File: config.mk
export PLATFORM = sky130hd
export DESIGN_NAME = thermo_scratchpad
export DESIGN_NICKNAME = d
export VERILOG_FILES = /design/src/include/thermo_pkg.sv /design/src/core/thermo_scratchpad.sv /design/src/core/nv_store.sv
export VERILOG_INCLUDE_DIRS = /design/src /design/src/include
export SDC_FILE = /design/constraint.sdc
export NUM_CORES = 1
export LEC_CHECK = 0
export BUFFER_PORTS_ARGS = -buffer_cell sky130_fd_sc_hd__buf_2
export CORE_UTILIZATION = 59
export CTS_CLUSTER_SIZE = 40
export DETAILED_ROUTE_END_ITERATION = 8
export HOLD_SLACK_MARGIN = 0.03
export PLACE_DENSITY_LB_ADDON = 0.12
export RECOVER_POWER = 50
export SYNTH_ARGS = -nofsm -noshare
export SYNTH_HDL_FRONTEND = slang
export SYNTH_SLANG_ARGS = --single-unit
export TNS_END_PERCENT = 30
File: constraint.sdc
create_clock -name clk_sys_in -period 4.9 [get_ports clk_sys_in]
set_input_delay 0.98 -clock clk_sys_in [delete_from_list [all_inputs] [get_ports clk_sys_in]]
set_output_delay 0.98 -clock clk_sys_in [all_outputs]
set_load 0.005 [all_outputs]
File: src/include/thermo_map.svh
// offsets, field positions, reset values, command codes and timing counts of the thermometer core
`ifndef THERMO_MAP_SVH
`define THERMO_MAP_SVH

// ****************************************************************
// clock and timing
// ****************************************************************
`define CLK_FREQ_KHZ 125000
`define CONV_TIME_MS 750
`define NV_WRITE_TIME_MS 10
`define CONV_CYCLES (`CONV_TIME_MS * `CLK_FREQ_KHZ)
`define NV_WRITE_CYCLES (`NV_WRITE_TIME_MS * `CLK_FREQ_KHZ)
`define RECALL_LAST_STEP 2'h3

// ****************************************************************
// function command codes
// ****************************************************************
`define CMD_CONVERT 8'h44
`define CMD_WRITE_PAD 8'h4E
`define CMD_READ_PAD 8'hBE
`define CMD_COPY_PAD 8'h48
`define CMD_RECALL 8'hB8
`define CMD_READ_POWER 8'hB4

// ****************************************************************
// scratchpad byte offsets
// ****************************************************************
`define PAD_TEMP_LOW 4'h0
`define PAD_TEMP_HIGH 4'h1
`define PAD_UPPER_LIMIT 4'h2
`define PAD_LOWER_LIMIT 4'h3
`define PAD_CONFIG 4'h4
`define PAD_RESERVED_FIVE 4'h5
`define PAD_RESERVED_SIX 4'h6
`define PAD_RESERVED_SEVEN 4'h7
`define PAD_CHECK 4'h8
`define PAD_BITS 7'h48
`define PAD_WRITE_BYTES 2'h3

// ****************************************************************
// fields and reset values
// ****************************************************************
`define TEMP_RESET 16'h0550
`define TEMP_CMP_MSB 11
`define TEMP_CMP_LSB 4
`define CFG_RES_LSB 5
`define CFG_RES_MSB 6
`define CFG_RES_RESET 2'h3
`define CFG_TOP_BIT 1'h0
`define CFG_LOW_BITS 5'h1F
`define RESERVED_BYTE 8'hFF
`define CRC_POLY_REFLECTED 8'h8C
`define ROM_CRC_BITS 56
`define PAD_CRC_BITS 64

// ****************************************************************
// nonvolatile store addresses and factory contents
// ****************************************************************
`define NV_ADDR_UPPER 2'h0
`define NV_ADDR_LOWER 2'h1
`define NV_ADDR_CONFIG 2'h2
`define NV_FACTORY_UPPER 8'h4B
`define NV_FACTORY_LOWER 8'h46
`define NV_FACTORY_CONFIG 8'h7F

`endif

File: src/include/thermo_pkg.sv
// types shared by the thermometer core files
package thermo_pkg;

  // ****************************************************************
  // sequencer states, gray coded along idle-convert-copy-recall
  // ****************************************************************
  typedef enum logic [1:0] {
    ST_IDLE = 2'h0,
    ST_CONVERT = 2'h1,
    ST_COPY = 2'h3,
    ST_RECALL = 2'h2
  } seq_state_type;

  // ****************************************************************
  // what the master's read slots are answered with
  // ****************************************************************
  typedef enum logic [1:0] {
    RD_RELEASE = 2'h0,
    RD_STATUS = 2'h1,
    RD_POWER = 2'h2,
    RD_PAD = 2'h3
  } read_mode_type;

endpackage

File: src/core/thermo_scratchpad.sv
// scratchpad, alarm, conversion and nonvolatile sequencing of the thermometer core
`timescale 1ns/1ps
`include "thermo_map.svh"

// What this block does
// - temperature register holds 16-bit sign-extended two's complement centigrade result
// - lowest temperature bits are cleared to zero at 11, 10 and 9-bit resolution
// - resolution bits reset to both ones, selecting 12-bit resolution
// - externally powered: read slots after convert give 0 busy, 1 done
// - temperature reads plus 85 degrees until the first conversion completes
// - alarm limit bytes are 8-bit two's complement, sign in bit 7
// - alarm compare uses temperature bits 11 to 4 as signed byte
// - alarm flag set when above upper or below lower limit
// - alarm flag recomputed after every conversion, clearing when condition goes
// - read power supply: parasite device drives slot low, external leaves high
// - identity code: family low byte, 48-bit serial, CRC of 56 bits on top
// - scratchpad bytes 0 and 1 show temperature and ignore writes
// - bytes 5 to 7 are reserved, unwritable, and read as all ones
// - byte 8 is read-only CRC over scratchpad bytes 0 to 7
// - write scratchpad takes bytes 2, 3, 4 in order, lsb first
// - read scratchpad sends bytes from byte 0, lsb first
// - upper limit, lower limit, configuration sit at bytes 2, 3, 4
// - copy scratchpad stores limits and configuration into nonvolatile storage
// - power-up loads nonvolatile values into the scratchpad
// - recall reloads nonvolatile values; read slots give 0 busy, 1 done
module thermo_scratchpad #(
  parameter int unsigned CONV_CYCLES = `CONV_CYCLES,
  parameter int unsigned NV_WRITE_CYCLES = `NV_WRITE_CYCLES,
  // arbitrary family code and serial number, not those of any real part
  parameter logic [7:0] FAMILY_CODE = 8'h5A,
  parameter logic [47:0] SERIAL_NUMBER = 48'h0000_0000_0001
) (
  // clock and reset
  input wire logic clk_sys_in,
  input wire logic rst_n_in,
  // decoded function commands and written bytes
  input wire logic cmd_valid_in,
  input wire logic [7:0] cmd_code_in,
  input wire logic wr_byte_valid_in,
  input wire logic [7:0] wr_byte_in,
  input wire logic bus_reset_in,
  // read slots
  input wire logic rd_slot_in,
  output logic rd_bit_out,
  // sensor side
  input wire logic parasite_power_in,
  input wire logic [15:0] sample_in,
  output logic conv_start_out,
  output logic busy_out,
  // identity and alarm
  output logic [63:0] rom_code_out,
  output logic alarm_flag_out,
  output logic [15:0] temperature_out
);

  // ****************************************************************
  // helpers
  // ****************************************************************
  // reflected crc, lsb first, x^8+x^5+x^4+1, shared by rom and scratchpad
  function automatic logic [7:0] crc8(input logic [63:0] bits, input int unsigned count);
    logic [7:0] crc;
    logic fb;
    crc = 8'h00;
    for (int i = 0; i < 64; i++) begin
      if (i < count) begin
        fb = crc[0] ^ bits[i];
        crc = crc >> 1;
        if (fb) begin
          crc = crc ^ `CRC_POLY_REFLECTED;
        end
      end
    end
    return crc;
  endfunction

  // clear the bits the chosen resolution leaves undefined so crc and reads are stable
  function automatic logic [15:0] trim_result(input logic [15:0] raw, input logic [1:0] res);
    logic [15:0] out;
    out = raw;
    case (res)
      2'h0: out[2:0] = 3'h0;
      2'h1: out[1:0] = 2'h0;
      2'h2: out[0] = 1'h0;
      default: out = raw;
    endcase
    return out;
  endfunction

  // ****************************************************************
  // state
  // ****************************************************************
  thermo_pkg::seq_state_type state, next_state;
  thermo_pkg::read_mode_type read_mode, next_read_mode;
  logic [31:0] count, next_count;
  logic [15:0] temperature, next_temperature;
  logic [7:0] upper_alarm_limit, next_upper_alarm_limit;
  logic [7:0] lower_alarm_limit, next_lower_alarm_limit;
  logic [1:0] resolution, next_resolution;
  logic alarm_flag, next_alarm_flag;
  logic write_active, next_write_active;
  logic [1:0] write_index, next_write_index;
  logic [6:0] read_index, next_read_index;
  logic [7:0] check_byte, next_check_byte;
  logic next_rd_bit;
  logic next_conv_start;
  logic [63:0] next_rom_code;
  logic [31:0] conv_limit;
  logic [7:0] config_byte;
  logic [63:0] pad_low;
  logic [71:0] pad_image;
  logic nv_write_en;
  logic [1:0] nv_addr;
  logic [7:0] nv_write_data;
  logic [7:0] nv_read_data;

  // ****************************************************************
  // scratchpad image
  // ****************************************************************
  always_comb begin
    config_byte = {`CFG_TOP_BIT, resolution, `CFG_LOW_BITS};
    pad_low = {`RESERVED_BYTE, `RESERVED_BYTE, `RESERVED_BYTE,
               config_byte, lower_alarm_limit, upper_alarm_limit,
               temperature};
    pad_image = {check_byte, pad_low};
    next_check_byte = crc8(pad_low, `PAD_CRC_BITS);
    next_rom_code = {8'h00, SERIAL_NUMBER, FAMILY_CODE};
    next_rom_code[63:56] = crc8(next_rom_code, `ROM_CRC_BITS);
    conv_limit = CONV_CYCLES >> (2'h3 - resolution);
  end

  // ****************************************************************
  // nonvolatile store
  // ****************************************************************
  nv_store u_nv_store (
    .clk_sys_in(clk_sys_in),
    .write_en_in(nv_write_en),
    .addr_in(nv_addr),
    .write_data_in(nv_write_data),
    .read_data_out(nv_read_data)
  );

  always_comb begin
    nv_write_en = (state == thermo_pkg::ST_COPY) && (count < 32'(`PAD_WRITE_BYTES));
    nv_addr = count[1:0];
    case (count[1:0])
      `NV_ADDR_UPPER: nv_write_data = upper_alarm_limit;
      `NV_ADDR_LOWER: nv_write_data = lower_alarm_limit;
      default: nv_write_data = config_byte;
    endcase
  end

  // ****************************************************************
  // sequencer, scratchpad contents and alarm
  // ****************************************************************
  always_comb begin
    next_state = state;
    next_count = count;
    next_temperature = temperature;
    next_upper_alarm_limit = upper_alarm_limit;
    next_lower_alarm_limit = lower_alarm_limit;
    next_resolution = resolution;
    next_alarm_flag = alarm_flag;
    next_conv_start = 1'b0;
    case (state)
      thermo_pkg::ST_IDLE: begin
        if (cmd_valid_in && cmd_code_in == `CMD_CONVERT) begin
          next_state = thermo_pkg::ST_CONVERT;
          next_count = 32'h0;
          next_conv_start = 1'b1;
        end else if (cmd_valid_in && cmd_code_in == `CMD_COPY_PAD) begin
          next_state = thermo_pkg::ST_COPY;
          next_count = 32'h0;
        end else if (cmd_valid_in && cmd_code_in == `CMD_RECALL) begin
          next_state = thermo_pkg::ST_RECALL;
          next_count = 32'h0;
        end else if (write_active && wr_byte_valid_in) begin
          // bytes beyond the third are dropped; bytes 0, 1, 5-7 are never targets
          case (write_index)
            2'h0: next_upper_alarm_limit = wr_byte_in;
            2'h1: next_lower_alarm_limit = wr_byte_in;
            default: next_resolution = wr_byte_in[`CFG_RES_MSB:`CFG_RES_LSB];
          endcase
        end
      end
      thermo_pkg::ST_CONVERT: begin
        next_count = count + 32'h1;
        if (count + 32'h1 >= conv_limit) begin
          next_state = thermo_pkg::ST_IDLE;
          next_temperature = trim_result(sample_in, resolution);
          // signed byte compare of bits 11..4 against both limits
          next_alarm_flag =
            ($signed(sample_in[`TEMP_CMP_MSB:`TEMP_CMP_LSB]) > $signed(upper_alarm_limit)) ||
            ($signed(sample_in[`TEMP_CMP_MSB:`TEMP_CMP_LSB]) < $signed(lower_alarm_limit));
        end
      end
      thermo_pkg::ST_COPY: begin
        next_count = count + 32'h1;
        // parasite parts rely on the master's strong pullup for this whole wait
        if (count + 32'h1 >= NV_WRITE_CYCLES + 32'(`PAD_WRITE_BYTES)) begin
          next_state = thermo_pkg::ST_IDLE;
        end
      end
      default: begin
        // read data lags its address by one cycle, so each step loads the previous byte
        next_count = count + 32'h1;
        case (count[1:0])
          2'h1: next_upper_alarm_limit = nv_read_data;
          2'h2: next_lower_alarm_limit = nv_read_data;
          2'h3: next_resolution = nv_read_data[`CFG_RES_MSB:`CFG_RES_LSB];
          default: next_count = count + 32'h1;
        endcase
        if (count[1:0] == `RECALL_LAST_STEP) begin
          next_state = thermo_pkg::ST_IDLE;
        end
      end
    endcase
  end

  // ****************************************************************
  // command framing and read slot answers
  // ****************************************************************
  always_comb begin
    next_read_mode = read_mode;
    next_write_active = write_active;
    next_write_index = write_index;
    next_read_index = read_index;
    if (bus_reset_in) begin
      next_read_mode = thermo_pkg::RD_RELEASE;
      next_write_active = 1'b0;
    end else if (cmd_valid_in && state == thermo_pkg::ST_IDLE) begin
      next_write_active = (cmd_code_in == `CMD_WRITE_PAD);
      next_write_index = 2'h0;
      next_read_index = 7'h0;
      case (cmd_code_in)
        `CMD_CONVERT: next_read_mode = thermo_pkg::RD_STATUS;
        `CMD_RECALL: next_read_mode = thermo_pkg::RD_STATUS;
        `CMD_READ_POWER: next_read_mode = thermo_pkg::RD_POWER;
        `CMD_READ_PAD: next_read_mode = thermo_pkg::RD_PAD;
        default: next_read_mode = thermo_pkg::RD_RELEASE;
      endcase
    end else begin
      if (write_active && wr_byte_valid_in && state == thermo_pkg::ST_IDLE) begin
        next_write_index = write_index + 2'h1;
        next_write_active = (write_index + 2'h1) != `PAD_WRITE_BYTES;
      end
      if (rd_slot_in && read_mode == thermo_pkg::RD_PAD && read_index != `PAD_BITS) begin
        next_read_index = read_index + 7'h1;
      end
    end
    case (next_read_mode)
      thermo_pkg::RD_STATUS: next_rd_bit = (next_state == thermo_pkg::ST_IDLE);
      thermo_pkg::RD_POWER: next_rd_bit = !parasite_power_in;
      thermo_pkg::RD_PAD: next_rd_bit =
        (next_read_index == `PAD_BITS) ? 1'b1 : pad_image[next_read_index];
      default: next_rd_bit = 1'b1;
    endcase
  end

  // ****************************************************************
  // registers
  // ****************************************************************
  always_ff @(posedge clk_sys_in) begin
    if (!rst_n_in) begin
      state <= thermo_pkg::ST_RECALL;
      count <= 32'h0;
      temperature <= `TEMP_RESET;
      upper_alarm_limit <= 8'h00;
      lower_alarm_limit <= 8'h00;
      resolution <= `CFG_RES_RESET;
      alarm_flag <= 1'b0;
      read_mode <= thermo_pkg::RD_RELEASE;
      write_active <= 1'b0;
      write_index <= 2'h0;
      read_index <= 7'h0;
      check_byte <= 8'h00;
      rd_bit_out <= 1'b1;
      conv_start_out <= 1'b0;
      rom_code_out <= 64'h0;
    end else begin
      state <= next_state;
      count <= next_count;
      temperature <= next_temperature;
      upper_alarm_limit <= next_upper_alarm_limit;
      lower_alarm_limit <= next_lower_alarm_limit;
      resolution <= next_resolution;
      alarm_flag <= next_alarm_flag;
      read_mode <= next_read_mode;
      write_active <= next_write_active;
      write_index <= next_write_index;
      read_index <= next_read_index;
      check_byte <= next_check_byte;
      rd_bit_out <= next_rd_bit;
      conv_start_out <= next_conv_start;
      rom_code_out <= next_rom_code;
    end
  end

  // ****************************************************************
  // outputs
  // ****************************************************************
  always_comb begin
    busy_out = (state != thermo_pkg::ST_IDLE);
    alarm_flag_out = alarm_flag;
    temperature_out = temperature;
  end

endmodule // thermo_scratchpad

File: src/core/nv_store.sv
// nonvolatile byte store for the alarm limits and configuration byte
`timescale 1ns/1ps
`include "thermo_map.svh"

module nv_store (
  // clock
  input wire logic clk_sys_in,
  // access port
  input wire logic write_en_in,
  input wire logic [1:0] addr_in,
  input wire logic [7:0] write_data_in,
  output logic [7:0] read_data_out
);

  // contents survive reset on purpose; factory values stand in for a blank part
  // given at declaration so no second process writes the cells; order is upper, lower, config
  logic [7:0] cells [0:3] = '{`NV_FACTORY_UPPER, `NV_FACTORY_LOWER, `NV_FACTORY_CONFIG,
    `RESERVED_BYTE};
  logic [7:0] next_read_data;

  always_comb begin
    next_read_data = cells[addr_in];
  end

  always_ff @(posedge clk_sys_in) begin
    if (write_en_in) begin
      cells[addr_in] <= write_data_in;
    end
    read_data_out <= next_read_data;
  end

endmodule // nv_store

==> results.sh <==
export IMPL_place_congestion=0.936
export IMPL_fin_crit_ps=4370
export IMPL_grt_ovfl_total=0
export IMPL_synth_cells=1045
export IMPL_initial_core_util=0.608
export IMPL_rsz0062_at_grt="false"
export IMPL_cts_made_buffers=17
export IMPL_tightestPinTransition_ps=1780
export IMPL_setup_worst_path_start_class="flop"
export IMPL_totalPowerFinal_mw=4.01
export IMPL_drc=0
export IMPL_die_w_um=127
export IMPL_drtIter0Drc=432
export IMPL_grt_pass1_vias=6956
export IMPL_r2r_end="temperature_out[13]"
export IMPL_via_per_inst=5.79
export IMPL_synth_ff_type="dfxtp_1"
export IMPL_hp_start="count[31]"
export IMPL_finalHoldViolCount=0
export IMPL_r2r_setup_slack_ps=530
export IMPL_synth_fa_ha_area_frac=0.0714
export IMPL_period_share=0.892
export IMPL_grt_pass1_wl_um=36800
export IMPL_syn_to_final_growth_pct=7.83
export IMPL_coreArea_um2=15300
export IMPL_syn_area_um2=9280
export IMPL_slew_headroom=-0.188
export IMPL_regToRegStartpoint="count[3]"
export IMPL_track_usage=0.294
export IMPL_cts_root_buf="clkbuf_16"
export IMPL_wire_per_inst_um=17.8
export IMPL_grt_max_degree=56
export IMPL_ys_seq_area_frac=0.319
export IMPL_drive_above_1_share=0.112
export IMPL_synth_compound_area_frac=0.153
export IMPL_yosys_warnings=0
export IMPL_critPathKind="flop to flop"
export IMPL_hold_buffers=0
export IMPL_ys_types=72
export IMPL_worstPathMaxFanout=17
export IMPL_syn_area_per_cell_um2=8.88
export IMPL_required_ps=5220
export IMPL_num_io_pins=123
export IMPL_clock_sinks=132
export IMPL_post_cts_repair_setup_buffers=0
export IMPL_violations="max-capacitance violations, max-slew violations"
export IMPL_cts_resized=0
export IMPL_die_area_um2=16200
export IMPL_synthArstFlopShare=0
export IMPL_synth_seq_cells=132
export IMPL_clk_latency_ps=420
export IMPL_hold_depth=2
export IMPL_final_antenna_net_count=0
export IMPL_synth_area_mux_share=0.0400
export IMPL_layout_commonest_cell="dfxtp_1"
export IMPL_finalClockSkew_ps=9.46
export IMPL_yosys_area_share_simple=0.165
export IMPL_min_path_type="flop to flop"
export IMPL_numPortBuffers=64
export IMPL_final_nets=1169
export IMPL_finalMaxSlewViolations=84
export IMPL_cp_arrival_ps=4690
export IMPL_cts_tree="yes"
export IMPL_setup_violations_final=0
export IMPL_die_y_um=127
export IMPL_hpwl_um=16800
export IMPL_wl_um=23200
export IMPL_antenna_found_initial=0
export IMPL_maxCapViolations=2
export IMPL_ir_drop_mv=0.328
export IMPL_vias=7538
export IMPL_status="complete, but fails checks"
export IMPL_final_cell_mix="100 x dfxtp_1, 92 x xnor2_1, 79 x nor2_1, 67 x nand2_1, 66 x conb_1"
export IMPL_p_per_area_nw_per_um2=400
export IMPL_clockBufferDepth=2
export IMPL_diodes=0
export IMPL_reg2reg_depth=16
export IMPL_synth_top_family_by_area="simple AND/OR/NAND/NOR gates"
export IMPL_cts_htree_levels=4
export IMPL_fillers=1305
export IMPL_critPathCaptureType="flop"
export IMPL_fin_util=0.656
export IMPL_clk_pin_slew_ps=60
export IMPL_core_rowCount=45
export IMPL_drt_pass1_iter_count=6
export IMPL_synth_edf_count=32
export IMPL_fmax_mhz=229
export IMPL_finalSetupTns_ps=0
export IMPL_synthXorXnorAreaFrac=0.152
export IMPL_hold_end="count[31]"
export IMPL_leakagePower_nw=3.89
==> routing by layer <==
metal  part of all wire  vias to the layer above  track usage
met5                  0                        -            0
met3              0.060                       33       0.0578
met2               0.45                      246        0.463
li1                   -                     3668            -
met1               0.47                     3591        0.401
met4              0.020                        0        0.104
==> sequential cells by signal, indices dropped and copies added, names as in the netlist <==
name                      cells
alarm_flag_out                1
check_byte                    8
conv_start_out                1
count                        32
lower_alarm_limit             8
rd_bit_out                    1
read_index                    7
read_mode                     2
resolution                    2
rom_code_out                  1
state                         2
temperature_out              16
u_nv_store.cells             32
u_nv_store.read_data_out      8
upper_alarm_limit             8
write_active                  1
write_index                   2
==> cells by family (layout without fill, tap and decap cells) <==
logic type,after synthesis,in the layout
muxes,27,27
AOI/OAI and AO/OA,216,216
other,1,66
xor gates and xnor gates,137,137
DFF,132,132
adders and majority gates,53,53
and+or+nand+nor,309,309
buffers and inverters,170,150
==> layout make-up <==
cell class              count  area, µm²  area share
inverters                  39        146      0.0146
well taps                 211        264      0.0264
clock buffers              19        443      0.0442
flip-flops and latches    132       2960       0.296
multi-input cells         808       5660       0.566
repair buffers             79        410      0.0410
clock inverters            13        123      0.0122
==> power breakdown <==
part	internal [mW]	switching, mW	total (mW)
Combinational	0.720	0.773	1.49
Clock	0.717	0.498	1.22
Sequential	1.23	0.0665	1.30
==> worst max-delay path by stage <==
| stage | startpoint | cells after the start | slack (ps) | endpoint |
|---|---|---|---|---|
| after global routing | count[3] | 16 | 240 | temperature_out[7] |
| after global placement | count[3] | 16 | 780 | temperature_out[15] |
| final | count[3] | 16 | 530 | temperature_out[13] |
| after detailed placement | count[3] | 16 | 700 | temperature_out[1] |
| after floorplan | count[0] | 19 | 990 | temperature_out[10] |
| after CTS | count[3] | 16 | 620 | temperature_out[13] |
==> cells in the mapped netlist, drive strengths merged, types with 5 or more instances <==
cell type | n | area [µm²]
xnor3 | 10 | 230
mux2i | 18 | 180
nand2 | 67 | 251
o21a | 11 | 82.6
mux4 | 8 | 180
xnor2 | 99 | 931
and3 | 6 | 37.5
inv | 39 | 146
a311oi | 11 | 96.3
buf | 86 | 586
clkbuf | 45 | 179
a21o | 12 | 90.1
or3 | 7 | 43.8
xor2 | 28 | 253
nand4 | 19 | 119
a21oi | 50 | 254
a22oi | 17 | 128
nand3 | 47 | 235
a211oi | 30 | 225
a31oi | 8 | 50.1
nor3 | 24 | 125
and4 | 6 | 52.6
o211ai | 6 | 45.0
nor4 | 14 | 87.6
dfxtp | 100 | 2000
edfxtp | 32 | 961
and2 | 9 | 56.3
o21ai | 43 | 215
or4 | 5 | 37.5
ha | 53 | 663
nor2b | 6 | 37.5
nor2 | 80 | 300
==> worst max-delay path, cell delays in order (launching register included) <==
cell,delay [ps]
dfxtp_1,540
and4_1,240
buf_4,150
and3_1,290
nand4_1,190
xnor2_1,180
ha_1,320
a21o_1,180
a21o_1,170
a21o_1,160
a21o_1,180
a21o_1,170
a21o_1,180
a221oi_1,410
o21a_1,550
o21ai_0,180
a21oi_1,180
==> stage by stage <==
stage	setup WS (ps)	hold WS (ps)	cells	instance area (µm²)
floorplan	995	445	1110	9530
global placement	776	465	1269	9470
detailed placement	696	476	1269	9470
CTS	620	484	1301	10000
global route	244	515	1301	10000
finish	527	486	1301	10000
No activity file was read; power rests on OpenSTA's default activity.
